[src/rtl/sswc_pkg.sv]
/*
 * Shared constants and types for the standby stop/wait controller.
 * Assumes one 250 MHz system clock and 32-bit AXI4-Lite registers.
 */
package sswc_pkg;

	// ******************************
	// register map
	// ******************************
	localparam logic [7:0] MISC_OFS   = 8'h00;
	localparam logic [7:0] CMODE_OFS  = 8'h04;
	localparam logic [7:0] TLATCH_OFS = 8'h08;
	localparam logic [7:0] STAT_OFS   = 8'h0C;

	localparam int STAB_SEL_BIT  = 0;
	localparam int CM_MAIN_STOP  = 0;
	localparam int CM_SUB_EN     = 1;
	localparam int CM_SUB_SEL    = 2;
	localparam int TL_PRESC_LSB  = 0;
	localparam int TL_TIMER_LSB  = 8;

	localparam logic       MISC_RST  = 1'b0;
	localparam logic [2:0] CMODE_RST = 3'h0;

	localparam logic [1:0] RESP_OKAY   = 2'h0;
	localparam logic [1:0] RESP_SLVERR = 2'h2;

	// ******************************
	// timing, in main oscillator cycles
	// ******************************
	localparam logic [7:0] STOP_PRESC_LOAD = 8'hFF;
	localparam logic [7:0] STOP_TIMER_LOAD = 8'h01;
	localparam logic [3:0] PRESC_DIV_LAST  = 4'hF;
	localparam int STAB_XIN_APPROX    = 8000;
	localparam int RST_HOLD_MIN_XIN   = 20;
	localparam int RST_REL_MIN_TENTHS = 105;
	localparam int RST_REL_MAX_TENTHS = 185;
	localparam logic [4:0] RST_REL_XIN = 5'h0E;

	typedef enum logic [5:0] {
		ST_RUN  = 6'h01,
		ST_WAIT = 6'h02,
		ST_STOP = 6'h04,
		ST_STAB = 6'h08,
		ST_RSTH = 6'h10,
		ST_RSTR = 6'h20
	} sswc_state_t;

	typedef struct packed {
		logic sub_sel;
		logic sub_en;
		logic main_stop;
	} sswc_cmode_t;

	typedef struct packed {
		logic main_run;
		logic sub_run;
		logic sub_sys;
	} sswc_osc_t;

endpackage

[src/rtl/sswc_standby.sv]
/*
 * Standby controller: stop and wait modes, wake-up wait, reset recovery.
 * Assumes main_osc_tick is a one-cycle pulse per main oscillator cycle
 * from logic on sys_clk, and irq_request is an enabled pending request.
 */
// The register addresses and the AXI4-Lite register port were left to the implementer.
`timescale 1ns/10ps

module sswc_standby
	import sswc_pkg::*;
#(
	parameter int ADDR_W = 8
) (
	input  wire logic              sys_clk,
	input  wire logic              resetn,
	input  wire logic [ADDR_W-1:0] s_axi_awaddr,
	input  wire logic              s_axi_awvalid,
	output logic                   s_axi_awready,
	input  wire logic [31:0]       s_axi_wdata,
	input  wire logic [3:0]        s_axi_wstrb,
	input  wire logic              s_axi_wvalid,
	output logic                   s_axi_wready,
	output logic [1:0]             s_axi_bresp,
	output logic                   s_axi_bvalid,
	input  wire logic              s_axi_bready,
	input  wire logic [ADDR_W-1:0] s_axi_araddr,
	input  wire logic              s_axi_arvalid,
	output logic                   s_axi_arready,
	output logic [31:0]            s_axi_rdata,
	output logic [1:0]             s_axi_rresp,
	output logic                   s_axi_rvalid,
	input  wire logic              s_axi_rready,
	input  wire logic              stop_instruction,
	input  wire logic              wait_instruction,
	input  wire logic              irq_request,
	input  wire logic              reset_pin_n,
	input  wire logic              main_osc_tick,
	output sswc_osc_t              osc,
	output logic                   cpu_clk_hold,
	output logic                   periph_run,
	output logic                   port_hold,
	output logic                   port_input,
	output logic                   cpu_reset,
	output logic                   irq_accept
);

	if (ADDR_W < 4 || ADDR_W > 32) begin : g_chk
		$error("sswc_standby: ADDR_W out of range");
	end

	// ******************************
	// reset pin synchroniser
	// ******************************
	logic pin_meta;
	logic pin_sync;

	always_ff @(posedge sys_clk) begin
		if (!resetn) begin
			pin_meta <= 1'b1;
			pin_sync <= 1'b1;
		end else begin
			pin_meta <= reset_pin_n;
			pin_sync <= pin_meta;
		end
	end

	// ******************************
	// registers and counters
	// ******************************
	sswc_state_t state;
	sswc_state_t next_state;
	sswc_cmode_t cmode;
	logic        stab_sel;
	logic [7:0]  presc;
	logic [7:0]  timer;
	logic [7:0]  presc_latch;
	logic [7:0]  timer_latch;
	logic [3:0]  pre_div;
	logic [4:0]  rel_cnt;
	logic        div_tick;
	logic        stab_done;
	logic        in_reset;
	logic        wr_fire;
	logic [ADDR_W-1:0] wr_addr;
	logic [31:0] wr_data;
	logic        aw_held;
	logic        w_held;

	function automatic logic ofs_hit(input logic [ADDR_W-1:0] a,
		input logic [7:0] ofs);
		ofs_hit = (a == ADDR_W'(ofs));
	endfunction

	assign in_reset  = (state == ST_RSTH) || (state == ST_RSTR);
	assign div_tick  = (state == ST_STAB) && main_osc_tick &&
		(pre_div == PRESC_DIV_LAST);
	assign stab_done = div_tick && (presc == 8'h00) && (timer == 8'h00);

	// ******************************
	// mode sequencer
	// ******************************
	always_comb begin
		next_state = state;
		if (!pin_sync) begin
			next_state = ST_RSTH;
		end else begin
			unique case (state)
				ST_RSTH: next_state = ST_RSTR;
				ST_RSTR: begin
					if (main_osc_tick && rel_cnt == RST_REL_XIN - 5'h01) begin
						next_state = ST_RUN;
					end
				end
				ST_RUN: begin
					if (stop_instruction) begin
						next_state = ST_STOP;
					end else if (wait_instruction) begin
						next_state = ST_WAIT;
					end
				end
				ST_WAIT: begin
					if (irq_request) begin
						next_state = ST_RUN;
					end
				end
				ST_STOP: begin
					if (irq_request) begin
						next_state = ST_STAB;
					end
				end
				ST_STAB: begin
					if (stab_done) begin
						next_state = ST_RUN;
					end
				end
				default: next_state = ST_RSTH;
			endcase
		end
	end

	always_ff @(posedge sys_clk) begin
		if (!resetn) begin
			state <= ST_RSTH;
		end else begin
			state <= next_state;
		end
	end

	always_ff @(posedge sys_clk) begin
		if (!resetn || state != ST_RSTR) begin
			rel_cnt <= 5'h00;
		end else if (main_osc_tick) begin
			rel_cnt <= rel_cnt + 5'h01;
		end
	end

	// ******************************
	// wake-up wait counter
	// ******************************
	// main tick only
	always_ff @(posedge sys_clk) begin
		if (!resetn || state != ST_STAB) begin
			pre_div <= 4'h0;
		end else if (main_osc_tick) begin
			pre_div <= pre_div + 4'h1;
		end
	end

	// latches are overwritten on stop entry when stab_sel is 0, so software must reload them
	always_ff @(posedge sys_clk) begin
		if (!resetn || in_reset) begin
			presc_latch <= STOP_PRESC_LOAD;
			timer_latch <= STOP_TIMER_LOAD;
			presc       <= STOP_PRESC_LOAD;
			timer       <= STOP_TIMER_LOAD;
		end else if (state == ST_RUN && next_state == ST_STOP && !stab_sel) begin
			presc_latch <= STOP_PRESC_LOAD;
			timer_latch <= STOP_TIMER_LOAD;
			presc       <= STOP_PRESC_LOAD;
			timer       <= STOP_TIMER_LOAD;
		end else if (wr_fire && ofs_hit(wr_addr, TLATCH_OFS)) begin
			presc_latch <= wr_data[TL_PRESC_LSB +: 8];
			timer_latch <= wr_data[TL_TIMER_LSB +: 8];
			presc       <= wr_data[TL_PRESC_LSB +: 8];
			timer       <= wr_data[TL_TIMER_LSB +: 8];
		end else if (div_tick) begin
			if (presc == 8'h00) begin
				presc <= presc_latch;
				timer <= (timer == 8'h00) ? timer_latch : timer - 8'h01;
			end else begin
				presc <= presc - 8'h01;
			end
		end
	end

	// ******************************
	// setup and clock mode registers
	// ******************************
	// special registers reset
	always_ff @(posedge sys_clk) begin
		if (!resetn || in_reset) begin
			stab_sel <= MISC_RST;
		end else if (wr_fire && ofs_hit(wr_addr, MISC_OFS)) begin
			stab_sel <= wr_data[STAB_SEL_BIT];
		end
	end

	always_ff @(posedge sys_clk) begin
		if (!resetn || in_reset) begin
			cmode <= CMODE_RST;
		end else if (wr_fire && ofs_hit(wr_addr, CMODE_OFS)) begin
			cmode.main_stop <= wr_data[CM_MAIN_STOP];
			cmode.sub_en    <= wr_data[CM_SUB_EN];
			cmode.sub_sel   <= wr_data[CM_SUB_SEL];
		end
	end

	// ******************************
	// outputs
	// ******************************
	always_ff @(posedge sys_clk) begin
		if (!resetn) begin
			osc          <= '{main_run: 1'b1, sub_run: 1'b0, sub_sys: 1'b0};
			cpu_clk_hold <= 1'b0;
			periph_run   <= 1'b0;
			port_hold    <= 1'b0;
			port_input   <= 1'b1;
			cpu_reset    <= 1'b1;
			irq_accept   <= 1'b0;
		end else begin
			osc.main_run <= (next_state != ST_STOP) &&
				(!cmode.main_stop || next_state == ST_RSTH);
			osc.sub_run  <= (next_state != ST_STOP) && cmode.sub_en &&
				(next_state != ST_RSTH);
			osc.sub_sys  <= cmode.sub_sel && (next_state != ST_RSTH);
			cpu_clk_hold <= (next_state == ST_WAIT) ||
				(next_state == ST_STOP) || (next_state == ST_STAB);
			periph_run   <= (next_state == ST_RUN) || (next_state == ST_WAIT);
			port_hold    <= (next_state == ST_WAIT) ||
				(next_state == ST_STOP) || (next_state == ST_STAB);
			port_input   <= (next_state == ST_RSTH) || (next_state == ST_RSTR);
			cpu_reset    <= (next_state == ST_RSTH) || (next_state == ST_RSTR);
			irq_accept   <= next_state == ST_RUN &&
				(state == ST_WAIT || state == ST_STAB);
		end
	end

	// ******************************
	// AXI4-Lite slave
	// ******************************
	assign wr_fire = aw_held && w_held && !s_axi_bvalid;

	always_ff @(posedge sys_clk) begin
		if (!resetn) begin
			s_axi_awready <= 1'b1;
			aw_held       <= 1'b0;
			wr_addr       <= '0;
		end else if (s_axi_awvalid && s_axi_awready) begin
			s_axi_awready <= 1'b0;
			aw_held       <= 1'b1;
			wr_addr       <= s_axi_awaddr;
		end else if (s_axi_bvalid && s_axi_bready) begin
			s_axi_awready <= 1'b1;
			aw_held       <= 1'b0;
		end
	end

	// byte lanes other than lane 0 and 1 carry no bits of use here
	always_ff @(posedge sys_clk) begin
		if (!resetn) begin
			s_axi_wready <= 1'b1;
			w_held       <= 1'b0;
			wr_data      <= '0;
		end else if (s_axi_wvalid && s_axi_wready) begin
			s_axi_wready <= 1'b0;
			w_held       <= 1'b1;
			for (int i = 0; i < 4; i++) begin
				wr_data[8*i +: 8] <= s_axi_wstrb[i] ? s_axi_wdata[8*i +: 8]
					: 8'h00;
			end
		end else if (s_axi_bvalid && s_axi_bready) begin
			s_axi_wready <= 1'b1;
			w_held       <= 1'b0;
		end
	end

	always_ff @(posedge sys_clk) begin
		if (!resetn) begin
			s_axi_bvalid <= 1'b0;
			s_axi_bresp  <= RESP_OKAY;
		end else if (wr_fire) begin
			s_axi_bvalid <= 1'b1;
			s_axi_bresp  <= (ofs_hit(wr_addr, MISC_OFS) ||
				ofs_hit(wr_addr, CMODE_OFS) ||
				ofs_hit(wr_addr, TLATCH_OFS)) ? RESP_OKAY : RESP_SLVERR;
		end else if (s_axi_bready) begin
			s_axi_bvalid <= 1'b0;
		end
	end

	always_ff @(posedge sys_clk) begin
		if (!resetn) begin
			s_axi_arready <= 1'b1;
			s_axi_rvalid  <= 1'b0;
			s_axi_rdata   <= 32'h0000_0000;
			s_axi_rresp   <= RESP_OKAY;
		end else if (s_axi_arvalid && s_axi_arready) begin
			s_axi_arready <= 1'b0;
			s_axi_rvalid  <= 1'b1;
			s_axi_rresp   <= RESP_OKAY;
			if (ofs_hit(s_axi_araddr, MISC_OFS)) begin
				s_axi_rdata <= {31'h0, stab_sel};
			end else if (ofs_hit(s_axi_araddr, CMODE_OFS)) begin
				s_axi_rdata <= {29'h0, cmode};
			end else if (ofs_hit(s_axi_araddr, TLATCH_OFS)) begin
				s_axi_rdata <= {16'h0, timer_latch, presc_latch};
			end else if (ofs_hit(s_axi_araddr, STAT_OFS)) begin
				s_axi_rdata <= {10'h0, state, timer, presc};
			end else begin
				s_axi_rdata <= 32'h0000_0000;
				s_axi_rresp <= RESP_SLVERR;
			end
		end else if (s_axi_rvalid && s_axi_rready) begin
			s_axi_rvalid  <= 1'b0;
			s_axi_arready <= 1'b1;
		end
	end
endmodule

[config.mk]
export PLATFORM = sky130hd
export DESIGN_NAME = sswc_standby
export DESIGN_NICKNAME = d
export VERILOG_FILES = /design/src/rtl/sswc_pkg.sv /design/src/rtl/sswc_standby.sv
export SDC_FILE = /design/constraint.sdc
export NUM_CORES = 1
export LEC_CHECK = 0
export BUFFER_PORTS_ARGS = -buffer_cell sky130_fd_sc_hd__buf_2
export CAP_MARGIN = 0
export CELL_PAD_IN_SITES_DETAIL_PLACEMENT = 2
export CELL_PAD_IN_SITES_GLOBAL_PLACEMENT = 2
export CORE_ASPECT_RATIO = 1.4
export CORE_MARGIN = 1
export CORE_UTILIZATION = 32
export CTS_CLUSTER_SIZE = 20
export DETAILED_ROUTE_END_ITERATION = 10
export HOLD_SLACK_MARGIN = 0.06
export PLACE_DENSITY = 0.88
export SKIP_LAST_GASP = 1
export SLEW_MARGIN = 20
export SYNTH_ARGS = -nofsm -noshare
export SYNTH_HDL_FRONTEND = slang
export SYNTH_SLANG_ARGS = --single-unit
[constraint.sdc]
create_clock -name sys_clk -period 2.6 [get_ports sys_clk]
set_input_delay 0.13 -clock sys_clk [delete_from_list [all_inputs] [get_ports sys_clk]]
set_output_delay 0.13 -clock sys_clk [all_outputs]
set_load 0.05 [all_outputs]
==> impl_metrics.py <==
metrics = {
    "outcome": {
        "status": "finished, final reports clean",
    },
    "detailed_routing": {
        "vias": 5341,
        "viasPerCell": 5.69,
        "drt-total-wl_mm": 22.2,
        "first_pass_iters": 4,
        "drc": 0,
        "drt-wirelength-per-cell_um": 23.7,
        "ant_nets": 0,
        "drtIter0Drc": 339,
    },
    "timing": {
        "setup_viol": 0,
        "fmax_mhz": 393,
        "report.final.hold_viol_count": 0,
        "slew_headroom": 0.474,
        "hold_slack_ps": 127,
        "post-route-period-util": 0.978,
        "finalMaxSlewViolations": 0,
        "grt_setup_unrepaired": "true",
        "tightest_slew_ps": 783,
        "skew_ps": 14.1,
        "period_minus_slack_ps": 2540,
        "finalSetupTns_ps": 0,
    },
    "setup_path": {
        "endpoint_kind": "flop",
        "crit_type": "flop to flop",
        "rr_endpoint": "periph_run",
        "startpoint_type": "flop",
        "worstPathRequired_ps": 2920,
        "crit_end": "periph_run",
        "crit_chain": "inv_1 > ha_1 > or4b_1 > or2_1 > nor2_2 > a31oi_1 > a31oi_1",
        "regToRegSetupSlack_ps": 60,
        "arrival_ps": 2870,
        "crit_buf_inv": 1,
        "critPathMaxFanout": 9,
        "critPathSlowestCell": "or4b_1",
        "worst_r2r_path_depth": 7,
        "r2r-start": "presc[0]",
        "critical_path_cell_count": 7,
        "crit_top_cell": "a31oi_1",
        "slowest_delay_ps": 470,
        "crit_family": "simple AND/OR/NAND/NOR gates",
        "cp-startpoint": "presc[0]",
    },
    "final_layout": {
        "multiInputGateArea_sq_um": 2690,
        "final_util": 0.424,
        "final_layout_size_suffix_gt1_frac": 0.207,
        "area_growth_pct": 30.0,
        "final_nets": 797,
        "n_antenna_cell": 0,
        "seqCellArea_sq_um": 2300,
        "nFillCells": 1743,
    },
    "cts": {
        "clock_sinks": 115,
        "cts_tree": "yes",
        "clockRootBuffer": "clkbuf_16",
        "clkTransAtPathRegs_ps": 60,
        "cts_buffer_depth": 2,
        "htree_levels": 4,
        "post_cts_buffers": 0,
        "cts_buffers": 17,
        "worstSkewPairLatency_ps": 430,
    },
    "synth": {
        "synth-edff-count": 0,
        "synth_top_area_share": 0.438,
        "synth_top_family_by_area": "simple AND/OR/NAND/NOR gates",
        "synth_compound_area_frac": 0.215,
        "synth_area_leader_cell": "dfxtp_1",
        "muxShareOfSynthArea": 0.0236,
        "syn_inst": 614,
        "synth_simple_gate_area_frac": 0.229,
        "synthTopCellsByCount": "dfxtp_1, nand2_1, nor2_1, o21ai_0, a21oi_1",
        "yosysMostFrequentCell": "dfxtp_1",
        "synth_async_sr_flop_share": 0,
        "synth_flop_cell": "dfxtp_1",
        "synth_xor_area_frac": 0.0150,
        "avgSynthCellArea_sq_um": 8.56,
        "synth_cell_types": 63,
        "yosysWarnings": 0,
        "ys_ff_latch": 115,
        "synth_fa_ha_area_frac": 0.0167,
        "netlist_top_cells_area": "dfxtp_1, nand2_1, o21ai_0, a22o_1, a21oi_1",
        "ys_seq_area_frac": 0.438,
        "syn_area_sq_um": 5260,
    },
    "global_routing": {
        "grt_antenna_before_repair": 0,
        "grt_pass1_vias": 6168,
        "grt_pass1_wl_mm": 34.9,
        "gr-total-overflow": 0,
        "grt_usage": 0.278,
        "grt_max_degree": 41,
    },
    "power_and_ir_drop": {
        "p_int_mw": 3.76,
        "ir_worst_vdd_mv": 0.495,
        "power.leakage_nw": 2.79,
        "power_frac_comb": 0.097,
        "p_switching_mw": 1.25,
        "seqPwrFrac": 0.371,
        "p_clk_frac": 0.532,
        "swShare": 0.250,
        "p_per_area_nw_per_um2": 734,
    },
    "floorplan": {
        "core.rowCount": 55,
        "die_area_sq_um": 16900,
        "die_h_um": 154,
        "die_x_um": 110,
        "start_util": 0.326,
        "pin_count": 114,
        "core-area_sq_um": 16100,
    },
    "min_path": {
        "whs_path_depth": 2,
        "worstHoldStart": "resetn",
        "hp-class": "input port to flop",
    },
    "place": {
        "place_congestion": 0.860,
        "io_buffers": 83,
        "hpwl_mm": 13.4,
    },
    "flow_run": {
        "cap_violations": 0,
    },
}
## power by group through the flow
stage	Clock, mW	Combinational (mW)	Sequential (mW)
after CTS	2.70	0.480	1.85
after global placement	0	0.401	1.88
after detailed placement	0	0.421	1.89
final	2.67	0.487	1.86
after floorplan	0	0.271	1.91
after global routing	2.78	0.521	1.86
## metrics by stage
stage	power, mW	instance area (sq um)	setup WS (ps)	instances
6_report	5.01	6830	56.1	938
5_1_grt	5.16	6830	-18.3	938
3_5_place_dp	2.31	5860	189	876
2_1_floorplan	2.18	5300	477	625
4_1_cts	5.03	6830	104	938
3_3_place_gp	2.28	5860	318	876
## how the worst min path moves through the flow
stage / endpoint / slack, ps
4_1_cts: s_axi_rdata[7] / 100
3_5_place_dp: pin_meta / 350
6_report: s_axi_rdata[7] / 130
3_3_place_gp: pin_meta / 320
5_1_grt: s_axi_rdata[7] / 110
2_1_floorplan: pin_meta / 230
## cell usage in the layout (no fill, tap or decap), types with 6 or more instances in the layout
master,synthesis,final
conb_1,1,12
nor2_1,34,34
nand4_1,8,8
mux2i_1,9,9
dlygate4sd3_1,0,30
nand3_1,16,16
buf_2,9,83
and2_1,19,19
buf_4,15,22
nor2b_1,8,8
o211ai_1,6,6
a21boi_0,17,17
inv_1,14,14
o21ai_0,34,33
a31oi_1,6,6
clkbuf_16,0,17
nor3_1,12,11
nand2b_1,7,7
o22ai_1,6,6
nand2_1,86,86
xor2_1,7,7
a21oi_1,31,31
a22oi_1,16,16
a22o_1,19,19
ha_1,7,7
dfxtp_1,115,115
## routing by layer
layer	track usage	routed length, um
met1	0.294	8630
met2	0.494	11800
met3	0.0530	787
met4	0.166	980
met5	0	0
## sequential cells by signal, indices dropped and copies added (netlist names), 3 cells and up
signal	count
wr_addr	8
cmode	3
timer	8
timer_latch	8
s_axi_rdata	22
osc	3
presc	8
presc_latch	8
rel_cnt	5
state	6
wr_data	16
pre_div	4
## worst register-to-register path: stages, from the launching register on
cell and delay, ps:
dfxtp_1 360, inv_1 120, ha_1 230, or4b_1 470, or2_1 380, nor2_2 220
a31oi_1 300, a31oi_1 350
## cells by family after synthesis
group                      Yosys count
AOI/OAI and AO/OA                  168
buffers and inverters               67
other                                1
xor gates and xnor gates             9
adders and majority gates            7
DFF                                115
and+or+nand+nor                    235
muxes                               12
## final cells by class
type	instances	share of cell area
clock buffers	23	0.0714
clock inverters	9	0.0255
inverters	14	0.00769
multi-input cells	443	0.393
flip-flops and latches	115	0.337
well taps	199	0.0364
repair buffers	135	0.129
## repair_timing
action / in CTS / in global routing
cloned: 0 / 0
endpoints found under the setup margin: 1 / 2
hold endpoints to repair: 31 / 0
gates resized for setup: 1 / 2
hold buffers: 30 / 0
pin swaps: 0 / 0
No activity file was read; power rests on OpenSTA's default activity.
